<file path="src/rtl/tmr_pkg.sv">
// Constants for the timer block: register map, reset values, timing
`default_nettype none
package tmr_pkg;
    // Register indexes; the byte address is four times the index
    localparam logic [5:0] IDX_FREE_LO   = 6'h20;
    localparam logic [5:0] IDX_FREE_HI   = 6'h21;
    localparam logic [5:0] IDX_IVL_CNT_LO = 6'h26;
    localparam logic [5:0] IDX_IVL_CNT_HI = 6'h27;
    localparam logic [5:0] IDX_IVL_RLD_LO = 6'h28;
    localparam logic [5:0] IDX_IVL_RLD_HI = 6'h29;
    localparam int         ADDR_W        = 8;
    localparam int         DATA_W        = 32;
    // Field layout
    localparam int         FREE_W        = 16;
    localparam int         IVL_W         = 12;
    localparam int         BYTE_W        = 8;
    localparam int         NIB_W         = 4;
    // Reset values
    localparam logic [15:0] FREE_RST     = 16'h0000;
    localparam logic [11:0] IVL_RST      = 12'h000;
    localparam logic [7:0]  BYTE_RST     = 8'h00;
    // Timing
    localparam int         CLK_MHZ       = 125;
    localparam int         TB_MHZ        = 4;
    localparam int         TICK_US       = 1024;
    localparam int         TICK_COUNTS   = TICK_US * TB_MHZ;
    localparam int         OVF_US        = 16384;
endpackage : tmr_pkg
`default_nettype wire

</file>
<file path="src/rtl/tmr_tb_if.sv">
// Timebase enable carried from the divider to the timer core
`default_nettype none
interface tmr_tb_if;
    logic tb_en;
    modport src (output tb_en);
    modport snk (input tb_en);
endinterface : tmr_tb_if
`default_nettype wire

</file>
<file path="src/rtl/tmr_timebase.sv">
// Fractional divider making the timer timebase enable from pclk
`default_nettype none
module tmr_timebase #(
    parameter int CLK_MHZ = tmr_pkg::CLK_MHZ,
    parameter int TB_MHZ  = tmr_pkg::TB_MHZ
) (
    input  wire logic pclk,
    input  wire logic presetn,
    tmr_tb_if.src     tb
);
    localparam int ACC_W = $clog2(CLK_MHZ + TB_MHZ + 1);
    localparam logic [ACC_W-1:0] STEP = ACC_W'(TB_MHZ);
    localparam logic [ACC_W-1:0] WRAP = ACC_W'(CLK_MHZ);

    initial begin
        if (TB_MHZ < 1 || TB_MHZ >= CLK_MHZ)
            $error("timebase rate must lie below the bus clock rate");
    end

    logic [ACC_W-1:0] acc_q;
    logic             en_q;
    wire  [ACC_W-1:0] acc_sum = acc_q + STEP;
    wire              acc_ovf = acc_sum >= WRAP;
    wire  [ACC_W-1:0] acc_d   = acc_ovf ? acc_sum - WRAP : acc_sum;

    // Average rate is exactly TB_MHZ; single pulses, jitter one pclk
    always_ff @(posedge pclk or negedge presetn) begin
        if (!presetn) begin
            acc_q <= '0;
            en_q  <= 1'b0;
        end else begin
            acc_q <= acc_d;
            en_q  <= acc_ovf;
        end
    end

    assign tb.tb_en = en_q;
endmodule : tmr_timebase
`default_nettype wire

</file>
<file path="src/rtl/tmr_block.sv">
// Timer block: free-running counter, interval timer, APB registers
//
// Summary of operation
// - A 16-bit counter counts up freely on a 4 MHz timebase, not on the processor clock.
// - The timer logic runs apart from processor accesses, which reach it without tearing a count.
// - The free count is the capture time base and software can read it.
// - Reading the low count byte copies the upper byte into a hold that the upper read returns.
// - A read samples all 16 bits at the low read; a write loads both bytes at the upper write.
// - A tick interrupt is raised from its own timebase counter, not the free count, every 1024 microseconds.
// - A wrap interrupt is raised each time the 16-bit count overflows, every 16.384 ms.
// - The 12-bit interval count reads through two registers, the upper nibble held at the low read.
// - The 12-bit reload sits in a low byte and in bits 3:0 of the upper register.
// - The wrap event leaves the block as its own interrupt source.
`default_nettype none
module tmr_block #(
    parameter int TB_MHZ  = tmr_pkg::TB_MHZ,
    parameter int TICK_US = tmr_pkg::TICK_US
) (
    input  wire logic                        pclk,
    input  wire logic                        presetn,
    input  wire logic                        psel,
    input  wire logic                        penable,
    input  wire logic                        pwrite,
    input  wire logic [tmr_pkg::ADDR_W-1:0]  paddr,
    input  wire logic [tmr_pkg::DATA_W-1:0]  pwdata,
    output logic      [tmr_pkg::DATA_W-1:0]  prdata,
    output logic                             pready,
    output logic                             pslverr,
    output logic      [tmr_pkg::FREE_W-1:0]  capture_time,
    output logic                             tick_irq,
    output logic                             wrap_irq,
    output logic                             interval_irq
);
    localparam int FW = tmr_pkg::FREE_W;
    localparam int IW = tmr_pkg::IVL_W;
    localparam int BW = tmr_pkg::BYTE_W;
    localparam int NW = tmr_pkg::NIB_W;
    localparam int TICK_N = TICK_US * TB_MHZ;
    localparam int TK_W = $clog2(TICK_N);
    localparam logic [TK_W-1:0] TICK_LAST = TK_W'(TICK_N - 1);

    initial begin
        if (TICK_N < 2)
            $error("tick period must span at least two timebase counts");
    end

    // Register decode, used for both the setup and the access phase
    function automatic logic hit(input logic [tmr_pkg::ADDR_W-1:0] a,
                                 input logic [5:0] idx);
        return (a[1:0] == 2'h0) && (a[tmr_pkg::ADDR_W-1:2] == idx);
    endfunction

    tmr_tb_if tbi ();

    tmr_timebase #(
        .CLK_MHZ (tmr_pkg::CLK_MHZ),
        .TB_MHZ  (TB_MHZ)
    ) u_timebase (
        .pclk    (pclk),
        .presetn (presetn),
        .tb      (tbi)
    );

    wire tb_en = tbi.tb_en;

    // Bus phases
    wire setup_ph  = psel && !penable;
    wire access_ph = psel && penable;

    wire sel_free_lo = hit(paddr, tmr_pkg::IDX_FREE_LO);
    wire sel_free_hi = hit(paddr, tmr_pkg::IDX_FREE_HI);
    wire sel_ivc_lo  = hit(paddr, tmr_pkg::IDX_IVL_CNT_LO);
    wire sel_ivc_hi  = hit(paddr, tmr_pkg::IDX_IVL_CNT_HI);
    wire sel_rld_lo  = hit(paddr, tmr_pkg::IDX_IVL_RLD_LO);
    wire sel_rld_hi  = hit(paddr, tmr_pkg::IDX_IVL_RLD_HI);
    wire mapped      = sel_free_lo | sel_free_hi | sel_ivc_lo |
                       sel_ivc_hi  | sel_rld_lo  | sel_rld_hi;

    wire wr_done  = access_ph && pwrite && mapped;
    wire rd_setup = setup_ph && !pwrite;

    wire wr_free_lo = wr_done && sel_free_lo;
    wire wr_free_hi = wr_done && sel_free_hi;
    wire wr_rld_lo  = wr_done && sel_rld_lo;
    wire wr_rld_hi  = wr_done && sel_rld_hi;
    wire rd_free_lo = rd_setup && sel_free_lo;
    wire rd_ivc_lo  = rd_setup && sel_ivc_lo;

    // Storage
    logic [FW-1:0]   free_q;
    logic [BW-1:0]   free_stage_q;
    logic [BW-1:0]   free_hold_q;
    logic [IW-1:0]   ivl_q;
    logic [NW-1:0]   ivl_hold_q;
    logic [IW-1:0]   reload_q;
    logic [TK_W-1:0] tick_q;
    logic [tmr_pkg::DATA_W-1:0] rdata_q;
    logic            tick_irq_q;
    logic            wrap_irq_q;
    logic            ivl_irq_q;

    // counter load at upper write, wins over counting
    wire [FW-1:0] free_load = {pwdata[BW-1:0], free_stage_q};
    // A load in the same cycle replaces the wrap, so no false event
    wire          free_wrap = tb_en && !wr_free_hi &&
                              (free_q == {FW{1'b1}});
    wire [FW-1:0] free_d    = wr_free_hi ? free_load :
                              tb_en      ? free_q + 1'b1 : free_q;

    always_ff @(posedge pclk or negedge presetn) begin
        if (!presetn) begin
            free_q <= tmr_pkg::FREE_RST;
        end else begin
            free_q <= free_d;
        end
    end

    // low byte staged until the upper write
    always_ff @(posedge pclk or negedge presetn) begin
        if (!presetn) begin
            free_stage_q <= tmr_pkg::BYTE_RST;
        end else if (wr_free_lo) begin
            free_stage_q <= pwdata[BW-1:0];
        end
    end

    // upper byte held at low read
    always_ff @(posedge pclk or negedge presetn) begin
        if (!presetn) begin
            free_hold_q <= tmr_pkg::BYTE_RST;
        end else if (rd_free_lo) begin
            free_hold_q <= free_q[FW-1:BW];
        end
    end

    wire tick_end = tb_en && (tick_q == TICK_LAST);

    always_ff @(posedge pclk or negedge presetn) begin
        if (!presetn) begin
            tick_q <= '0;
        end else if (tick_end) begin
            tick_q <= '0;
        end else if (tb_en) begin
            tick_q <= tick_q + 1'b1;
        end
    end

    always_ff @(posedge pclk or negedge presetn) begin
        if (!presetn) begin
            reload_q <= tmr_pkg::IVL_RST;
        end else if (wr_rld_lo) begin
            reload_q[BW-1:0] <= pwdata[BW-1:0];
        end else if (wr_rld_hi) begin
            reload_q[IW-1:BW] <= pwdata[NW-1:0];
        end
    end

    // count down, reload at terminal count
    wire          ivl_term = tb_en && (ivl_q == '0);
    wire [IW-1:0] ivl_d    = !tb_en   ? ivl_q :
                             ivl_term ? reload_q : ivl_q - 1'b1;

    always_ff @(posedge pclk or negedge presetn) begin
        if (!presetn) begin
            ivl_q <= tmr_pkg::IVL_RST;
        end else begin
            ivl_q <= ivl_d;
        end
    end

    // upper nibble held at low read
    always_ff @(posedge pclk or negedge presetn) begin
        if (!presetn) begin
            ivl_hold_q <= '0;
        end else if (rd_ivc_lo) begin
            ivl_hold_q <= ivl_q[IW-1:BW];
        end
    end

    // read data taken in one pclk edge, so no byte tears
    wire [BW-1:0] rd_byte =
        sel_free_lo ? free_q[BW-1:0] :
        sel_free_hi ? free_hold_q :
        sel_ivc_lo  ? ivl_q[BW-1:0] :
        sel_ivc_hi  ? {{(BW-NW){1'b0}}, ivl_hold_q} :
        sel_rld_lo  ? reload_q[BW-1:0] :
        sel_rld_hi  ? {{(BW-NW){1'b0}}, reload_q[IW-1:BW]} : '0;

    always_ff @(posedge pclk or negedge presetn) begin
        if (!presetn) begin
            rdata_q <= '0;
        end else if (rd_setup) begin
            rdata_q <= {{(tmr_pkg::DATA_W-BW){1'b0}}, rd_byte};
        end
    end

    // event pulses to the interrupt controller
    always_ff @(posedge pclk or negedge presetn) begin
        if (!presetn) begin
            tick_irq_q <= 1'b0;
            wrap_irq_q <= 1'b0;
            ivl_irq_q  <= 1'b0;
        end else begin
            tick_irq_q <= tick_end;
            wrap_irq_q <= free_wrap;
            ivl_irq_q  <= ivl_term;
        end
    end

    assign prdata       = rdata_q;
    assign pready       = 1'b1;
    assign pslverr      = access_ph && !mapped;
    assign capture_time = free_q;
    assign tick_irq     = tick_irq_q;
    assign wrap_irq     = wrap_irq_q;
    assign interval_irq = ivl_irq_q;
endmodule : tmr_block
`default_nettype wire

</file>
<file path="config.mk">
export PLATFORM = sky130hd
export DESIGN_NAME = tmr_block
export DESIGN_NICKNAME = d
export VERILOG_FILES = /design/src/rtl/tmr_pkg.sv /design/src/rtl/tmr_tb_if.sv /design/src/rtl/tmr_timebase.sv /design/src/rtl/tmr_block.sv
export SDC_FILE = /design/constraint.sdc
export NUM_CORES = 1
export LEC_CHECK = 0
export BUFFER_PORTS_ARGS = -buffer_cell sky130_fd_sc_hd__buf_2
export CAP_MARGIN = 25
export CORE_MARGIN = 4
export CORE_UTILIZATION = 45
export CTS_CLUSTER_DIAMETER = 50
export DETAILED_ROUTE_END_ITERATION = 16
export GPL_TIMING_DRIVEN = 0
export MAX_ROUTING_LAYER = met4
export PLACE_DENSITY = 0.67
export SLEW_MARGIN = 20
export SYNTH_ARGS = -nofsm -noshare
export SYNTH_HDL_FRONTEND = slang
export SYNTH_SLANG_ARGS = --single-unit
</file>
<file path="constraint.sdc">
create_clock -name pclk -period 3.9 [get_ports pclk]
set_input_delay 0.195 -clock pclk [delete_from_list [all_inputs] [get_ports pclk]]
set_output_delay 0.195 -clock pclk [all_outputs]
set_load 0.01 [all_outputs]
</file>
# After elaboration in Yosys (flattened, before gate mapping)

Index checks and enable logic that the tools add are counted.

Bits in registers: 92
Output and inout port bits: 53
Word-level logic and storage cells: 77

Mux-type cells: 12
Bitwise logic cells: 6
Add/sub/neg operators: 5
Reduce and logical (&&, ||, !) cells: 31
Equality and inequality tests: 8
Magnitude comparators: 1

Operator list:

| operator                                             | number |
|---|---|
| two-way mux 8 bit                                    | 6 |
| == test 6 bit (second input constant)                | 6 |
| two-way mux 12 bit                                   | 3 |
| two-way mux 16 bit                                   | 2 |
| logical AND 1 bit                                    | 22 |
| adder 16 x 1 -> 16 bit (second input constant)       | 1 |
| == test 16 bit (second input constant)               | 1 |
| adder 12 x 1 -> 12 bit (second input constant)       | 1 |
| == test 12 bit (second input constant)               | 1 |
| zero test 12 bit                                     | 1 |
| subtractor 12 x 1 -> 12 bit (second input constant)  | 1 |
| adder 8 x 3 -> 8 bit (second input constant)         | 1 |
| >= comparator 8 x 7 -> 1 bit (second input constant) | 1 |
| subtractor 8 x 7 -> 8 bit (second input constant)    | 1 |
| OR 1 bit                                             | 5 |
| zero test 1 bit                                      | 4 |
| two-way mux 4 bit                                    | 1 |
| nonzero test 2 bit                                   | 2 |
| zero test 2 bit                                      | 1 |
| AND reduction 2 bit                                  | 1 |
| inverter 1 bit                                       | 1 |

# Logic depth before layout (Yosys ltp)

Gate-level depths: netlist of the first run.

Word-level depth: 12
Depth in mapped cells: 9
Mapped depth without buffers: 8

# Cells and area by module

Synthesis of the first run repeated with hierarchy kept, for this count alone.

Cell total of the unflattened synthesis: 507
Area, all modules: 5089.9 µm²

By module, submodules not included:

| module       | cells each | area each (µm²) | times used |
|---|---|---|---|
| tmr_block    | 438        | 4445.5          | 1 |
| tmr_timebase | 69         | 644.4           | 1 |

# Worst setup path before layout of the first run

OpenSTA, ideal clock, no wires.

Kind: reg2reg
Start point: register ivl_q[0]
End point: register ivl_q[0]
Arrival: 2.043 ns
Slack: 1.731 ns
Setup time: 0.126 ns
Period minus slack after synthesis: 2.169 ns
Required time: 3.774 ns
Stages on the path, launching flop included: 10
Cell sequence: dfrtp_1 -> inv_1 -> ha_1 -> nor3b_4 -> nand4_4 -> or4_4 -> buf_6 -> clkinv_8 -> nor3_2 -> a311o_1

Word-level cells in the longest chain between the ends: 3

RTL lines:

| what                     | RTL line         | source |
|---|---|---|
| start: declaration       | tmr_block.sv:93  | `logic [IW-1:0] ivl_q;` |
| start signal: assignment | tmr_block.sv:165 | `ivl_q <= tmr_pkg::IVL_RST;` |
| start signal: assignment | tmr_block.sv:167 | `ivl_q <= ivl_d;` |
| zero test 12 bit         | tmr_block.sv:159 | `wire ivl_term = tb_en && (ivl_q == '0);` |
| logical AND 1 bit        | tmr_block.sv:159 |  |
| named net ivl_term       | tmr_block.sv:159 |  |
| two-way mux 12 bit       | tmr_block.sv:161 | `ivl_term ? reload_q : ivl_q - 1'b1;` |

The timed path passes the listed nets, and every way through them passes these cells.
A chain may end at the register's enable or synchronous reset.

# Final worst setup path of the first run

Same ends and word-level chain as after synthesis.

==> results of run 1 <==
-- kinds of logic (layout without fill, tap and decap cells) --
logic type               Yosys count  in the layout  synth area share
flip-flops                        92             92             0.466
AO/OA/AOI/OAI                     96             96             0.117
AND/OR/NAND/NOR                  167            167             0.178
XOR/XNOR                          31             31            0.0550
multiplexers                      42             42            0.0933
adder cells (fa/ha/maj)            7              7            0.0177
buffers and inverters             61            127            0.0707
other                              2             25           0.00152
-- synthesized netlist by cell type (2+ instances only) --
cell type   n  area share
o21ai_1     2      0.0020
nand3_1    10       0.010
o22ai_1     3      0.0038
nand2_2     3      0.0038
o211ai_1    2      0.0030
nand2_1    54       0.041
nor2_1     34       0.026
buf_2       4      0.0041
a31oi_1     4      0.0051
a22oi_1     3      0.0046
dfrtp_1    92        0.47
nor3_2      2      0.0041
inv_1      20       0.015
a21oi_1    16       0.016
xor2_1     12       0.021
buf_4      25       0.038
nor2b_1     5      0.0063
conb_1      2      0.0015
buf_1       5      0.0038
xnor2_1    19       0.034
mux2i_1    10       0.020
a221oi_1    7       0.012
clkbuf_1    4      0.0030
ha_1        7       0.018
o21ai_0    46       0.047
or3_1       5      0.0063
and3_1      9       0.011
nand4_1     8       0.010
mux2_2     32       0.073
nor4_1     10       0.013
nor3_1     10       0.010
o311ai_0    2      0.0035
o221ai_1    3      0.0053
-- per-stage QoR --
| stage | utilization | hold slack (ns) |
|---|---|---|
| final | 0.542 | 0.0825 |
| after global routing | 0.542 | 0.0775 |
| after CTS | 0.542 | 0.0717 |
| after floorplan | - | -0.101 |
| after global placement | 0.517 | 0.450 |
| after detailed placement | 0.520 | 0.126 |
-- flip-flops by register name, summed over array words and instances, names as in the netlist, 4 cells and up --
signal	cells
capture_time	16
reload_q	12
free_hold_q	8
ivl_hold_q	4
tick_q	12
free_stage_q	8
ivl_q	12
prdata	8
u_timebase.acc_q	8
-- worst paths after layout --
path	end	cells past startpoint
hold / removal	capture_time[15]	3
setup reg to reg	ivl_q[0]	9
hold reg to reg	tick_q[8]	1
max in group asynchronous	capture_time[5]	3
min in group asynchronous	ivl_hold_q[2]	2
setup / recovery	ivl_q[0]	9
-- power breakdown --
part | leakage, nW | internal, mW | total (mW) | switching, mW
registers | 1.22 | 0.991 | 1.04 | 0.0503
logic | 1.36 | 0.0885 | 0.199 | 0.111
clock network | 0.106 | 0.365 | 0.712 | 0.347
total | 2.69 | 1.44 | 1.95 | 0.508
-- worst reg2reg max path: cells and delay by family, from the launching register on --
family          cells  cell delay, ns
flops               1            0.48
fa+ha+maj           1            0.19
buf+inv             3            0.35
compound gates      1            0.28
simple gates        4            1.03
-- metal layers --
metal	vias to the layer above	GRT usage	wire length, µm
li1	1890	-	-
met1	1922	0.251	5060
met2	125	0.301	5500
met3	15	0.0433	831
met4	0	0.0657	231
met5	-	-	0
-- cell type report --
cell class | instances | area (µm²)
Timing Repair Buffer | 50 | 284
Multi-Input combinational cell | 368 | 2370
Buffer | 40 | 258
Inverter | 21 | 91.3
Clock buffer | 9 | 124
Fill cell | 932 | 4810
Tap cell | 136 | 170
Sequential cell | 92 | 2300
Clock inverter | 7 | 97.6
-- timing repair --
item                       4_1_cts  5_1_grt
hold buffers                     1        0
setup endpoints to repair        0        0
hold endpoints to repair        37        0
==> impl_metrics.toml, run 1 <==
[run_status]
status = "complete, no violations"

[finish]
nNetsFinal = 634
drive_gt1_frac = 0.249
non_filler_cell_area_final_um2 = 5700
final_common_cell = "dfrtp_1"
area_growth_syn_to_layout_pct = 15.4
antenna-diode-count = 0
most-common-layout-cells = "92 x dfrtp_1, 54 x nand2_1, 51 x buf_2"
layoutNonFillerInstCount = 723

[timing]
finalClockSkew_ns = 0.0169
setup_ws_ns = 1.47
maxClockFrequency_ghz = 0.412
min_period_over_period = 0.622
timing_worst_slew_pin_value_ns = 0.591
grt_setup_unrepaired = "no"
report.final.slew_viol_count = 0
hold_viol = 0
slew_headroom = 0.601
finalCriticalPeriod_ns = 2.43
finalSetupTns_ns = 0
finalSetupViolCount = 0

[synth]
number_of_synthesized_flops_with_an_enable_pin = 0
postSynth.asyncResetShare = 1.00
yosys_most_used_dff = "dfrtp_1"
post_synth_instance_area_um2 = 4940
syn_area_per_cell_um2 = 9.91
synthDistinctLibCells = 61
ys_ff_latch = 92
total_number_of_yosys_warnings = 0
synthesis.instances = 498
synth-seq-area-share = 0.466

[route]
first_iter_violations = 282
drt-wirelength-per-cell_um = 16.1
drc_errors = 0
totalWireLength_um = 11600
post_drt_via_cell_ratio = 5.47
detail-route-antenna-nets = 0
dr.pass1.iters = 5
dr_total_vias = 3952

[worst_setup_path]
cp_max_fo = 9
timing.reg2reg.setup_slack_ns = 1.47
crit_chain = "inv_1 -> ha_1 -> nor3b_4 -> nand4_4 -> or4_4 -> buf_6 -> clkinv_8 -> nor3_2 -> a311o_1"
r2r_start = "ivl_q[0]"
longest_individual_stage_delay_on_the_worst_path_ns = 0.50
arrival_ns = 2.66
worstPathRequired_ns = 4.13
cpLargestDelayFamily = "simple AND/OR/NAND/NOR gates"
worst_setup_path_start_kind = "flip-flop"
crit_type = "flip-flop to flip-flop"
critical_path.endpoint_type = "flip-flop"
crit_buf_inv = 3
critical_path.startpoint = "ivl_q[0]"
crit_path_top_delay_cell = "or4_4"

[clock_network]
tritoncts_num_sinks = 92
htree_levels = 3
cts_made_buffers = 9
tritoncts = "done"
library_cell_used_as_clock_root_buffer = "clkbuf_8"
cts_setup_buffers = 0
clk_pin_slew_ns = 0.11
clk_path_buf_depth = 2
clkLatencyLatePin_ns = 0.36
ctsResizeCount = 0

[floorplan]
boundaryPins = 98
die_x_um = 113
core.rowCount = 37
die_height_um = 113
coreArea_um2 = 10500
floorplan.die_area_um2 = 12700
initial_utilization = 0.470

[pwr]
p_per_area_nw_per_um2 = 343
power.ir.vdd_worst_v = 0.000170
power_leakage_nw = 2.69
design_power_total_mw = 1.95

[placed_design]
dpl-instance-area_um2 = 5470
port-buffer-count = 48
finalWeightedCongestion = 0.887
pre_cts_slack_ns = 1.50
place.detailed.hpwl_um = 8670
dp_cells = 706

[flow_run]
cap_violations = 0

[grt]
grt_antenna_before_repair = 0
gr-usage-all-layers = 0.193
grt_first_pass_wirelength_um = 19400
vias_in_the_first_global_route = 3823
overflow = 0
maximum_number_of_pins_on_one_net_before_global_route_repair = 56

[min_path]
worst_hold_path_type = "primary input to flip-flop"
min_from = "pwdata[7]"
Power figures use the tool's default switching activity.
==> run 2, diff against run 1 <==
- clock period: 3.9 -> 2.5 ns (I/O delays scaled with it)
==> impl_metrics.toml, run 2 (synthesized netlist as in run 1, its figures left out) <==
[route]
drc_errors = 0
first_iter_violations = 306
dr.pass1.iters = 5
totalWireLength_um = 11600
dr_total_vias = 3927
drt-wirelength-per-cell_um = 16.0
detail-route-antenna-nets = 0
post_drt_via_cell_ratio = 5.42

[finish]
layoutNonFillerInstCount = 724
non_filler_cell_area_final_um2 = 5710
drive_gt1_frac = 0.250
area_growth_syn_to_layout_pct = 15.6
nNetsFinal = 635
largest_register_ff_count = 16
most-common-layout-cells = "92 x dfrtp_1, 54 x nand2_1, 51 x buf_2"
final_common_cell = "dfrtp_1"
final.fill_count = 931
antenna-diode-count = 0

[grt]
vias_in_the_first_global_route = 3823
grt_first_pass_wirelength_um = 19400
overflow = 0
grt_antenna_before_repair = 0
maximum_number_of_pins_on_one_net_before_global_route_repair = 56
gr-usage-all-layers = 0.193

[placed_design]
finalWeightedCongestion = 0.887
dp_cells = 706
dpl-instance-area_um2 = 5470
place.detailed.hpwl_um = 8670
port-buffer-count = 48

[floorplan]
die_x_um = 113
floorplan.die_area_um2 = 12700
initial_utilization = 0.470
core.rowCount = 37
coreArea_um2 = 10500
die_height_um = 113
boundaryPins = 98

[worst_setup_path]
worst_setup_path_start_kind = "flip-flop"
crit_type = "flip-flop to flip-flop"
worstPathRequired_ns = 2.73
arrival_ns = 2.61
critical_path.endpoint_type = "flip-flop"
cp_max_fo = 9

[timing]
report.final.slew_viol_count = 0
min_period_over_period = 0.951
finalSetupViolCount = 0
hold_ws_ns = 0.0131
slew_headroom = 0.587
finalSetupTns_ns = 0
timing_worst_slew_pin_value_ns = 0.610
maxClockFrequency_ghz = 0.421
grt_setup_unrepaired = "no"
hold_viol = 0
finalClockSkew_ns = 0.0157
finalCriticalPeriod_ns = 2.38

[pwr]
p_per_area_nw_per_um2 = 533
design_power_total_mw = 3.04
power_leakage_nw = 2.70
power.ir.vdd_worst_v = 0.000263

[clock_network]
ctsResizeCount = 0
cts_made_buffers = 9
clk_path_buf_depth = 2
htree_levels = 3
tritoncts = "done"
clkLatencyLatePin_ns = 0.35
clk_pin_slew_ns = 0.10
tritoncts_num_sinks = 92
library_cell_used_as_clock_root_buffer = "clkbuf_8"

[run_status]
status = "complete, no violations"

[min_path]
worst_hold_path_type = "primary input to flip-flop"

[flow_run]
cap_violations = 0
run 2: worst paths after layout:
| kind | from | endpoint | slack, ns | depth (start not counted) |
|---|---|---|---|---|
| max | ivl_q[0] | ivl_q[0] | 0.12 | 9 |
| min | pwdata[7] | capture_time[15] | 0.01 | 3 |
| max reg2reg | ivl_q[0] | ivl_q[0] | 0.12 | 9 |
| min reg2reg | tick_q[8] | tick_q[8] | 0.48 | 1 |
| max in group asynchronous | presetn | reload_q[7] | 1.66 | 3 |
| min in group asynchronous | presetn | ivl_hold_q[2] | 0.23 | 2 |
run 2: per-layer routing:
metal	vias to the layer above	GRT usage	wire length (µm)
met2	140	0.301	5500
met1	1882	0.251	5010
met4	0	0.0657	217
met5	-	-	0
li1	1893	-	-
met3	12	0.0433	856
run 2: worst max-delay path, cell delays in order, from the launching register on:
cell,delay [ns]
dfrtp_1,0.48
inv_1,0.12
ha_1,0.19
nor3b_4,0.28
nand4_4,0.16
or4_4,0.50
buf_6,0.16
clkinv_8,0.06
nor3_2,0.03
a311o_1,0.28
run 2: final cells by class:
class	count	area, µm²	share of cell area
Clock buffer	9	124	0.0217
Tap cell	136	170	0.0298
Inverter	21	91.3	0.0160
Timing Repair Buffer	51	292	0.0511
Sequential cell	92	2300	0.403
Multi-Input combinational cell	368	2370	0.416
Buffer	40	258	0.0452
Clock inverter	7	97.6	0.0171
run 2: through the flow:
step | utilization | worst slack (ns)
finish | 0.543 | 0.123
global route | 0.543 | 0.0266
CTS | 0.542 | 0.0859
detailed placement | 0.520 | 0.100
global placement | 0.517 | 0.163
floorplan | - | 0.331
run 2: report_power, final:
group | internal (mW) | switching (mW) | total (mW)
registers | 1.55 | 0.0786 | 1.62
clock network | 0.569 | 0.536 | 1.10
logic | 0.139 | 0.172 | 0.311
run 2: timing repair:
item                       4_1_cts  5_1_grt
hold endpoints to repair        37        0
setup endpoints to repair        0        2
hold buffers                     1        0
buffers inserted                 0        1
